**config.mk**
```make
export PLATFORM = sky130hd
export DESIGN_NAME = plpm_top
export DESIGN_NICKNAME = d
export VERILOG_FILES = /design/src/rtl/plpm_pkg.sv /design/src/rtl/plpm_top.sv
export SDC_FILE = /design/constraint.sdc
export NUM_CORES = 1
export LEC_CHECK = 0
export ABC_AREA = 1
export BUFFER_PORTS_ARGS = -buffer_cell sky130_fd_sc_hd__clkbuf_2
export CORE_UTILIZATION = 52
export DETAILED_ROUTE_END_ITERATION = 7
export HOLD_SLACK_MARGIN = 0.08
export MAX_ROUTING_LAYER = met4
export PLACE_DENSITY_LB_ADDON = 0.25
export SLEW_MARGIN = 20
export SYNTH_ARGS = -nofsm -noshare
export SYNTH_HDL_FRONTEND = slang
export SYNTH_SLANG_ARGS = --single-unit
```
**constraint.sdc**
```tcl
create_clock -name clk_i -period 2 [get_ports clk_i]
set_input_delay 0 -clock clk_i [delete_from_list [all_inputs] [get_ports clk_i]]
set_output_delay 0 -clock clk_i [all_outputs]
set_load 0.05 [all_outputs]
```
**src/rtl/plpm_pkg.sv**
```systemverilog
// package for the link power manager: constants, register map, carriers
package plpm_pkg;
  // clock and times as specified
  localparam int CLK_MHZ = 250;
  localparam int T_INACT_NS = 2600;
  localparam int T_DIS_NS = 26000;
  localparam int T_WAKE_US = 7300;
  localparam int LKON_PERIOD_NS = 163;

  // least times round up to whole cycles
  function automatic int ns_ceil(input int ns);
    return (ns * CLK_MHZ + 999) / 1000;
  endfunction

  localparam int INACT_CYC = ns_ceil(T_INACT_NS);
  localparam int DIS_CYC = ns_ceil(T_DIS_NS);
  // longest time rounds down
  localparam int WAKE_CYC = T_WAKE_US * CLK_MHZ;
  localparam int LKON_HALF_CYC = (LKON_PERIOD_NS * CLK_MHZ) / 2000;

  localparam int LOW_W = 16;
  localparam int WAKE_W = 21;
  localparam int HALF_W = 5;

  // register byte offsets
  localparam logic [3:0] ADR_CTRL = 4'h0;
  localparam logic [3:0] ADR_IRQ = 4'h4;
  localparam logic [3:0] ADR_STAT = 4'h8;

  // control register fields
  localparam int CTRL_LINK_CONTROL_BIT = 0;
  localparam int CTRL_RESUMING_PORT_IRQ_ENABLE = 1;
  localparam int CTRL_PIE = 2;
  localparam int CTRL_PDIS = 3;
  localparam logic [3:0] CTRL_RST = 4'h0;

  // interrupt flag fields
  localparam int IRQ_PEI = 0;
  localparam int IRQ_CONFIG_TIMEOUT_IRQ_BIT = 1;
  localparam int IRQ_CABLE_POWER_IRQ_BIT = 2;
  localparam int IRQ_STATE_TIMEOUT_IRQ_BIT = 3;

  typedef enum logic [1:0] {IF_NORMAL, IF_RESET, IF_DISABLED, IF_WAKE} plpm_if_e;

  // pins sampled from outside the clock domain
  typedef struct packed {
    logic link_power_status;
    logic pd;
    logic contender;
    logic [2:0] power_class;
    logic bias_in;
    logic connected;
    logic suspended;
  } plpm_pin_s;

  // phy-to-link interface controls
  typedef struct packed {
    logic interface_clock_output_en;
    logic hold_zero;
    logic link_request_input_ignore;
  } plpm_lli_s;
endpackage

```
**src/rtl/plpm_top.sv**
```systemverilog
// link power and wake manager of a one-port serial-bus phy
// Contract
// - latch three power-class straps and contender as self-id defaults
// - during hardware reset read contender/link-on pin as input for contender default
// - suspended port neither sends nor receives, but still sees bias and connection
// - port transceiver off on power-down, reset, no cable, or arbitration request
// - port bias off on power-down, reset, or link-commanded port disable
// - cable-not-active high when no incoming bias; no debounce
// - power-down keeps cable-not-active detection alive and forces internal reset
// - interface state follows link power status only, not link control bit
// - link power status inactive only after low for over 2.6 us
// - inactive status gives reset state: outputs zero, request ignored, clock runs
// - low over 26 us gives disabled state, clock stopped; also during reset
// - repeater functions keep running in every interface state
// - status active again in reset or disabled returns interface to normal
// - disabled interface and idle port enter low-power mode, clock generators stop
// - deepest sleep when port disconnected, or disabled with its irq enable clear
// - leave low-power mode on status high or a port event needing response
// - after status rises in low-power mode, clock and interface back within 7.3 ms
// - active link-on output is a square wave of about 163 ns period
// - link-on activates on wake event while link inactive (status low or control 0)
// - wake events: link-on packet for this node, or enabled pending phy interrupt
// - link-on stops once status active and link control bit is one
// - bus reset stops link-on unless a wake-causing interrupt is pending
// - inactive link-on driven low, but high impedance during hardware reset
// - port-event irq wakes; timeout, cable-power, state irqs wake if resume enable set
// - pending wake irq while link active fires link-on when link goes inactive
`timescale 1ns/1ps
module plpm_top #(
  parameter int DIS_CYCLES = plpm_pkg::DIS_CYC,
  parameter int WAKE_CYCLES = plpm_pkg::WAKE_CYC
) (
  input wire logic clk_i,
  input wire logic rst_i,
  input wire plpm_pkg::plpm_pin_s pins_i,
  input wire logic arb_disable_i,
  input wire logic port_event_i,
  input wire logic linkon_pkt_i,
  input wire logic bus_reset_i,
  input wire logic [3:0] irq_set_i,
  input wire logic [3:0] wb_adr_i,
  input wire logic [31:0] wb_dat_i,
  input wire logic [3:0] wb_sel_i,
  input wire logic wb_we_i,
  input wire logic wb_cyc_i,
  input wire logic wb_stb_i,
  output logic [31:0] wb_dat_o,
  output logic wb_ack_o,
  output plpm_pkg::plpm_lli_s lli_o,
  output logic port_txrx_en_o,
  output logic port_bias_en_o,
  output logic cable_not_active_o,
  output logic clkgen_stop_o,
  output logic deep_sleep_o,
  output logic repeater_en_o,
  output logic [2:0] power_class_o,
  output logic contender_o,
  output logic lkon_o,
  output logic lkon_oe_o
);

  // two-stage synchroniser; first stage read only by the second
  plpm_pkg::plpm_pin_s meta_q;
  plpm_pkg::plpm_pin_s pin_q;
  always_ff @(posedge clk_i) begin
    meta_q <= pins_i;
    pin_q <= meta_q;
  end

  // power-down acts as an internal reset
  logic int_rst;
  assign int_rst = rst_i | pin_q.pd;

  // strap capture while hardware reset is held
  always_ff @(posedge clk_i) begin
    if (rst_i) begin
      power_class_o <= pin_q.power_class;
      contender_o <= pin_q.contender;
    end
  end

  // control register and irq flags
  logic [3:0] ctrl_q;
  logic [3:0] irq_q;
  logic wr_en;
  logic rd_en;
  assign wr_en = wb_cyc_i & wb_stb_i & wb_we_i & ~wb_ack_o & wb_sel_i[0];
  assign rd_en = wb_cyc_i & wb_stb_i & ~wb_we_i & ~wb_ack_o;

  always_ff @(posedge clk_i) begin
    if (int_rst) begin
      ctrl_q <= plpm_pkg::CTRL_RST;
    end else if (wr_en && wb_adr_i == plpm_pkg::ADR_CTRL) begin
      ctrl_q <= wb_dat_i[3:0];
    end
  end

  // write one to clear; a set in the same cycle wins
  always_ff @(posedge clk_i) begin
    if (int_rst) begin
      irq_q <= 4'h0;
    end else if (wr_en && wb_adr_i == plpm_pkg::ADR_IRQ) begin
      irq_q <= (irq_q & ~wb_dat_i[3:0]) | irq_set_i;
    end else begin
      irq_q <= irq_q | irq_set_i;
    end
  end

  logic link_control_bit;
  logic resuming_port_irq_enable;
  logic pie;
  logic pdis;
  assign link_control_bit = ctrl_q[plpm_pkg::CTRL_LINK_CONTROL_BIT];
  assign resuming_port_irq_enable = ctrl_q[plpm_pkg::CTRL_RESUMING_PORT_IRQ_ENABLE];
  assign pie = ctrl_q[plpm_pkg::CTRL_PIE];
  assign pdis = ctrl_q[plpm_pkg::CTRL_PDIS];

  // low-time counter of link power status, saturating past the disable limit
  logic [plpm_pkg::LOW_W-1:0] low_cnt_q;
  always_ff @(posedge clk_i) begin
    if (int_rst || pin_q.link_power_status) begin
      low_cnt_q <= '0;
    end else if (low_cnt_q <= plpm_pkg::LOW_W'(DIS_CYCLES)) begin
      low_cnt_q <= low_cnt_q + 1'b1;
    end
  end

  logic lps_active;
  logic lps_dis;
  assign lps_active = low_cnt_q <= plpm_pkg::LOW_W'(plpm_pkg::INACT_CYC);
  assign lps_dis = low_cnt_q > plpm_pkg::LOW_W'(DIS_CYCLES);

  // low-power mode: interface disabled and port idle
  logic lp_q;
  logic port_idle;
  logic wake_evt;
  assign port_idle = ~pin_q.connected | pdis | pin_q.suspended;
  assign wake_evt = pin_q.link_power_status | port_event_i;

  plpm_pkg::plpm_if_e state_q;
  logic [plpm_pkg::WAKE_W-1:0] wake_cnt_q;

  always_ff @(posedge clk_i) begin
    if (int_rst) begin
      lp_q <= 1'b0;
    end else if (lp_q) begin
      lp_q <= ~wake_evt;
    end else begin
      lp_q <= state_q == plpm_pkg::IF_DISABLED && port_idle && !wake_evt;
    end
  end

  // deepest sleep needs a dead port or a disabled one with its port irq enable off
  always_ff @(posedge clk_i) begin
    if (int_rst) begin
      deep_sleep_o <= 1'b0;
    end else begin
      deep_sleep_o <= lp_q & (~pin_q.connected | (pdis & ~pie));
    end
  end

  always_ff @(posedge clk_i) begin
    if (int_rst) begin
      clkgen_stop_o <= 1'b0;
    end else begin
      clkgen_stop_o <= lp_q;
    end
  end

  // interface state driven by link power status alone; control bit unused here
  always_ff @(posedge clk_i) begin
    if (int_rst) begin
      state_q <= plpm_pkg::IF_DISABLED;
    end else begin
      unique case (state_q)
        plpm_pkg::IF_NORMAL: begin
          if (!lps_active) begin
            state_q <= plpm_pkg::IF_RESET;
          end
        end
        plpm_pkg::IF_RESET: begin
          if (lps_dis) begin
            state_q <= plpm_pkg::IF_DISABLED;
          end else if (pin_q.link_power_status) begin
            state_q <= plpm_pkg::IF_NORMAL;
          end
        end
        plpm_pkg::IF_DISABLED: begin
          if (pin_q.link_power_status && lp_q) begin
            state_q <= plpm_pkg::IF_WAKE;
          end else if (pin_q.link_power_status) begin
            state_q <= plpm_pkg::IF_NORMAL;
          end
        end
        plpm_pkg::IF_WAKE: begin
          if (wake_cnt_q == '0) begin
            state_q <= plpm_pkg::IF_NORMAL;
          end
        end
      endcase
    end
  end

  // clock generator restart time, bounded by the wake limit
  always_ff @(posedge clk_i) begin
    if (int_rst || state_q != plpm_pkg::IF_WAKE) begin
      wake_cnt_q <= plpm_pkg::WAKE_W'(WAKE_CYCLES - 2);
    end else if (wake_cnt_q != '0) begin
      wake_cnt_q <= wake_cnt_q - 1'b1;
    end
  end

  // interface outputs: clock runs only in normal and reset states
  always_ff @(posedge clk_i) begin
    if (int_rst) begin
      lli_o <= '{interface_clock_output_en: 1'b0, hold_zero: 1'b1, link_request_input_ignore: 1'b1};
    end else begin
      lli_o.interface_clock_output_en <= state_q == plpm_pkg::IF_NORMAL || state_q == plpm_pkg::IF_RESET;
      lli_o.hold_zero <= state_q != plpm_pkg::IF_NORMAL;
      lli_o.link_request_input_ignore <= state_q != plpm_pkg::IF_NORMAL;
    end
  end

  // port gating; independent of the interface state so repeating goes on
  always_ff @(posedge clk_i) begin
    if (int_rst) begin
      port_txrx_en_o <= 1'b0;
      port_bias_en_o <= 1'b0;
      repeater_en_o <= 1'b0;
    end else begin
      port_txrx_en_o <= pin_q.connected & ~pin_q.suspended & ~arb_disable_i;
      port_bias_en_o <= ~pdis;
      repeater_en_o <= 1'b1;
    end
  end

  // bias detection stays alive through power-down; no debounce by design
  always_ff @(posedge clk_i) begin
    if (rst_i) begin
      cable_not_active_o <= 1'b1;
    end else begin
      cable_not_active_o <= ~pin_q.bias_in;
    end
  end

  // wake logic for the link-on output
  logic link_active;
  logic irq_wake;
  logic lkon_act_q;
  assign link_active = lps_active & link_control_bit;
  assign irq_wake = irq_q[plpm_pkg::IRQ_PEI] | (resuming_port_irq_enable & (irq_q[plpm_pkg::IRQ_CONFIG_TIMEOUT_IRQ_BIT]
    | irq_q[plpm_pkg::IRQ_CABLE_POWER_IRQ_BIT] | irq_q[plpm_pkg::IRQ_STATE_TIMEOUT_IRQ_BIT]));

  // pending irq re-fires as soon as the link drops, since it is level-based
  always_ff @(posedge clk_i) begin
    if (int_rst) begin
      lkon_act_q <= 1'b0;
    end else if (link_active) begin
      lkon_act_q <= 1'b0;
    end else if (irq_wake || linkon_pkt_i) begin
      lkon_act_q <= 1'b1;
    end else if (bus_reset_i) begin
      lkon_act_q <= 1'b0;
    end
  end

  // square wave generator
  logic [plpm_pkg::HALF_W-1:0] half_cnt_q;
  logic phase_q;
  always_ff @(posedge clk_i) begin
    if (int_rst || !lkon_act_q) begin
      half_cnt_q <= '0;
      phase_q <= 1'b0;
    end else if (half_cnt_q == plpm_pkg::HALF_W'(plpm_pkg::LKON_HALF_CYC - 1)) begin
      half_cnt_q <= '0;
      phase_q <= ~phase_q;
    end else begin
      half_cnt_q <= half_cnt_q + 1'b1;
    end
  end

  // pin released during hardware reset so the contender strap can be read
  always_ff @(posedge clk_i) begin
    if (rst_i) begin
      lkon_o <= 1'b0;
      lkon_oe_o <= 1'b0;
    end else begin
      lkon_o <= lkon_act_q & ~phase_q;
      lkon_oe_o <= 1'b1;
    end
  end

  // bus slave: one wait state, unmapped reads give zero
  always_ff @(posedge clk_i) begin
    if (rst_i) begin
      wb_ack_o <= 1'b0;
    end else begin
      wb_ack_o <= wb_cyc_i & wb_stb_i & ~wb_ack_o;
    end
  end

  always_ff @(posedge clk_i) begin
    if (rst_i) begin
      wb_dat_o <= 32'h0;
    end else if (rd_en) begin
      unique case (wb_adr_i)
        plpm_pkg::ADR_CTRL: wb_dat_o <= {28'h0, ctrl_q};
        plpm_pkg::ADR_IRQ: wb_dat_o <= {28'h0, irq_q};
        plpm_pkg::ADR_STAT: wb_dat_o <= {20'h0, contender_o, power_class_o,
          cable_not_active_o, lkon_act_q, deep_sleep_o, lp_q, lps_active, 1'b0,
          state_q};
        default: wb_dat_o <= 32'h0;
      endcase
    end
  end

  // checks
  logic [plpm_pkg::LOW_W-1:0] chk_low_q;
  always_ff @(posedge clk_i) begin
    if (rst_i || pin_q.link_power_status) begin
      chk_low_q <= '0;
    end else if (chk_low_q != '1) begin
      chk_low_q <= chk_low_q + 1'b1;
    end
  end

  // time spent in the wake state; the full limit is far too long for a delay range
  logic [plpm_pkg::WAKE_W-1:0] wake_age_q;
  always_ff @(posedge clk_i) begin
    if (rst_i || state_q != plpm_pkg::IF_WAKE) begin
      wake_age_q <= '0;
    end else if (wake_age_q != '1) begin
      wake_age_q <= wake_age_q + 1'b1;
    end
  end

  // length of the running phase-high half of the wave (link-on low), counted rather than repeated
  logic [plpm_pkg::HALF_W-1:0] hi_run_q;
  always_ff @(posedge clk_i) begin
    if (rst_i || !phase_q) begin
      hi_run_q <= '0;
    end else if (hi_run_q != '1) begin
      hi_run_q <= hi_run_q + 1'b1;
    end
  end
endmodule

```
==> results.py <==
metrics = {
    "status": {
        "outcome": "finished, final reports clean",
    },
    "placement": {
        "place_congestion": 0.876,
        "io_buffers": 58,
        "dp_hpwl_mm": 5.98,
    },
    "routing": {
        "num_vias": 3622,
        "first_iter_violations": 117,
        "postRouteAntennaNets": 0,
        "firstDrtPassIters": 4,
        "viasPerCell": 4.91,
        "post_drt_wl_per_cell_um": 12.3,
        "wl_mm": 9.09,
        "drc": 0,
    },
    "yosys": {
        "syn_inst": 533,
        "synth_warnings": 0,
        "synthesis.area_mm2": 0.00416,
        "yosysSeqAreaShare": 0.491,
        "synth_seq_cells": 100,
        "synth.distinct_cells": 34,
        "avgSynthCellArea_um2": 7.81,
    },
    "global_route": {
        "overflow": 0,
        "grt_pass1_vias": 3524,
        "grt_usage": 0.236,
        "grt_max_degree": 20,
        "grt_pass1_wl_mm": 15.4,
        "grt_antenna_before_repair": 0,
    },
    "layout": {
        "regArea_mm2": 0.00204,
        "multi_input_area_mm2": 0.00177,
        "drive_gt1_frac": 0.149,
        "antenna_cells": 0,
        "layout_common_cells": "118 x nand2_1, 96 x dfxtp_1, 74 x nor2_1, 58 x clkbuf_2, 54 x inv_1",
        "final_nets": 697,
        "layout_commonest_cell": "nand2_1",
        "n_fill_cell": 650,
        "area_delta_synth_final_pct": 21.1,
        "finish.utilization": 0.652,
    },
    "run": {
        "maxCapViolations": 0,
    },
    "worst_setup_path": {
        "path_depth": 7,
        "critPathMaxStageDelay_ns": 0.58,
        "cp_slowest_cell": "dlygate4sd3_1",
        "critPathBufInv": 2,
        "worst_r2r_endpoint": "ctrl_q[0]$_SDFFE_PN0P_",
        "worst_setup_path_start_kind": "flip-flop",
        "endpoint_kind": "flip-flop",
        "critical_path_class": "flip-flop to flip-flop",
        "crit_path_start": "wb_ack_o$_SDFF_PP0_",
        "crit_chain": "nand3b_1, nor2_2, nand2_1, inv_1, o21ai_0, a21oi_1, dlygate4sd3_1",
        "r2r_setup_slack_ns": 0.08,
        "cp.arrival_ns": 2.23,
        "cp.required_ns": 2.31,
        "path_max_fanout": 5,
        "crit_end": "ctrl_q[0]$_SDFFE_PN0P_",
        "rr_startpoint": "wb_ack_o$_SDFF_PP0_",
        "critical_path.top_delay_family": "buffers and inverters",
        "reg2regPathDepth": 7,
    },
    "timing": {
        "drv_slew": 0,
        "rsz0062_at_grt": "no",
        "fin_crit_ns": 1.92,
        "clock.fmax_mhz": 521,
        "setup_tns_ns": 0,
        "min_period_over_period": 0.959,
        "finalSetupViolations": 0,
        "fin_skew_ns": 0.0108,
        "finalHoldViolCount": 0,
        "whs_ns": 0.104,
    },
    "clock_network": {
        "cts_tree": "yes",
        "clock_sinks": 100,
        "cts_max_level": 3,
        "clock_latency_ns": 0.36,
        "numCtsBuffers": 9,
        "cts_setup_buffers": 0,
        "clock_path_buffers": 2,
        "root_buffer": "clkbuf_8",
        "cts.clk_slew.worst_paths_ns": 0.11,
    },
    "floorplanning": {
        "dieArea_mm2": 0.00836,
        "core_mm2": 0.00773,
        "io_pins": 110,
        "die_w_um": 91.5,
        "start_util": 0.539,
        "fp-row-count": 32,
        "die_h_um": 91.5,
    },
    "power": {
        "total_power_uw": 3630,
        "p_leak_uw": 0.00214,
        "p_per_area_mw_per_mm2": 720,
        "ir_worst_vdd_mv": 0.582,
    },
    "min_path": {
        "hold_class": "primary input to flip-flop",
    },
}
-- through the flow --
step                      cell area, µm²  worst slack (ns)  instances
after floorplan                     4230             0.450        552
after global placement              4490             0.337        687
after detailed placement            4490             0.278        687
after CTS                           5040             0.102        738
after global routing                5040            0.0179        738
final                               5040            0.0815        738
-- tightest hold or removal path, delay by kind of cell --
family                 cells  cell delay [ns]
AOI/OAI and AO/OA          1             0.08
and+or+nand+nor            3             0.27
buffers and inverters      1             0.08
-- final cells by class --
class / instances / share of cell area
multi-input combinational: 364 / 0.350
inverter: 58 / 0.0437
clock buffer: 9 / 0.0246
timing repair buffer: 98 / 0.137
sequential: 100 / 0.405
clock inverter: 7 / 0.0141
tap: 102 / 0.0253
-- repair_timing --
item	CTS	global route
gates resized for setup	0	1
hold endpoints to repair	28	0
hold buffers	35	0
setup endpoints to repair	0	3
-- registers in the layout, indices dropped and copies added (netlist names), 2 cells and up --
signal,count
ctrl_q,4
half_cnt_q,5
irq_q,4
lli_o,2
low_cnt_q,16
meta_q,9
pin_q,9
power_class_o,3
state_q,2
wake_cnt_q,21
wb_dat_o,12
-- power breakdown --
part | internal, µW | total (µW) | switching, µW
sequential | 2050 | 2070 | 23.6
clock | 487 | 1250 | 766
combinational | 94.6 | 309 | 214
total | 2630 | 3630 | 1000
-- how the worst min path moves through the flow --
stage / to / cells past startpoint / slack, ns / start
2_1_floorplan: meta_q[0]$_DFF_P_ / 0 / 0.03 / pins_i[0]
4_1_cts: ctrl_q[1]$_SDFFE_PN0P_ / 5 / 0.1 / wb_sel_i[0]
3_3_place_gp: meta_q[1]$_DFF_P_ / 1 / 0.10 / pins_i[1]
5_1_grt: ctrl_q[2]$_SDFFE_PN0P_ / 5 / 0.12 / wb_sel_i[0]
6_report: ctrl_q[1]$_SDFFE_PN0P_ / 5 / 0.10 / wb_sel_i[0]
3_5_place_dp: meta_q[7]$_DFF_P_ / 1 / 0.10 / pins_i[7]
-- synthesized netlist by cell type --
cell | instances | area, µm²
a211oi_1 | 2 | 15.0
a21oi_1 | 32 | 160
a21oi_2 | 1 | 8.76
a22oi_1 | 8 | 60.1
a31oi_1 | 1 | 6.26
and2_1 | 1 | 6.26
buf_2 | 4 | 20.0
buf_4 | 22 | 165
buf_6 | 1 | 11.3
clkbuf_1 | 3 | 11.3
clkinv_1 | 1 | 3.75
conb_1 | 1 | 3.75
dfxtp_1 | 96 | 1920
edfxtp_1 | 4 | 120
ha_1 | 4 | 50.1
inv_1 | 54 | 203
inv_2 | 2 | 7.51
inv_4 | 1 | 6.26
nand2_1 | 118 | 443
nand2_2 | 2 | 12.5
nand3_1 | 25 | 125
nand3_2 | 1 | 10.0
nand3b_1 | 3 | 22.5
nand4_1 | 6 | 37.5
nor2_1 | 75 | 282
nor2_2 | 4 | 25.0
nor2_8 | 1 | 20.0
nor3_1 | 13 | 65.1
o211ai_1 | 1 | 7.51
o21ai_0 | 17 | 85.1
o221ai_1 | 2 | 17.5
or2_2 | 3 | 18.8
xnor2_1 | 12 | 105
xor2_1 | 12 | 105
-- cells by family (layout without fill, tap and decap cells) --
| kind of cell | Yosys count | in the layout | share of synthesized area |
|---|---|---|---|
| other | 1 | 20 | 0.000901 |
| flip-flops | 100 | 100 | 0.491 |
| adder cells (fa/ha/maj) | 4 | 4 | 0.0120 |
| AND/OR/NAND/NOR | 252 | 252 | 0.256 |
| buffers and inverters | 88 | 172 | 0.103 |
| XOR/XNOR | 24 | 24 | 0.0505 |
| AO/OA/AOI/OAI | 64 | 64 | 0.0866 |
-- routing by layer --
layer / GRT usage / routed length, µm / vias up
li1: - / - / 1844
met1: 0.263 / 3890 / 1655
met2: 0.411 / 4610 / 91
met3: 0.0444 / 317 / 32
met4: 0.102 / 271 / 0
met5: - / 0 / -
(Power assumes the default switching activity.)
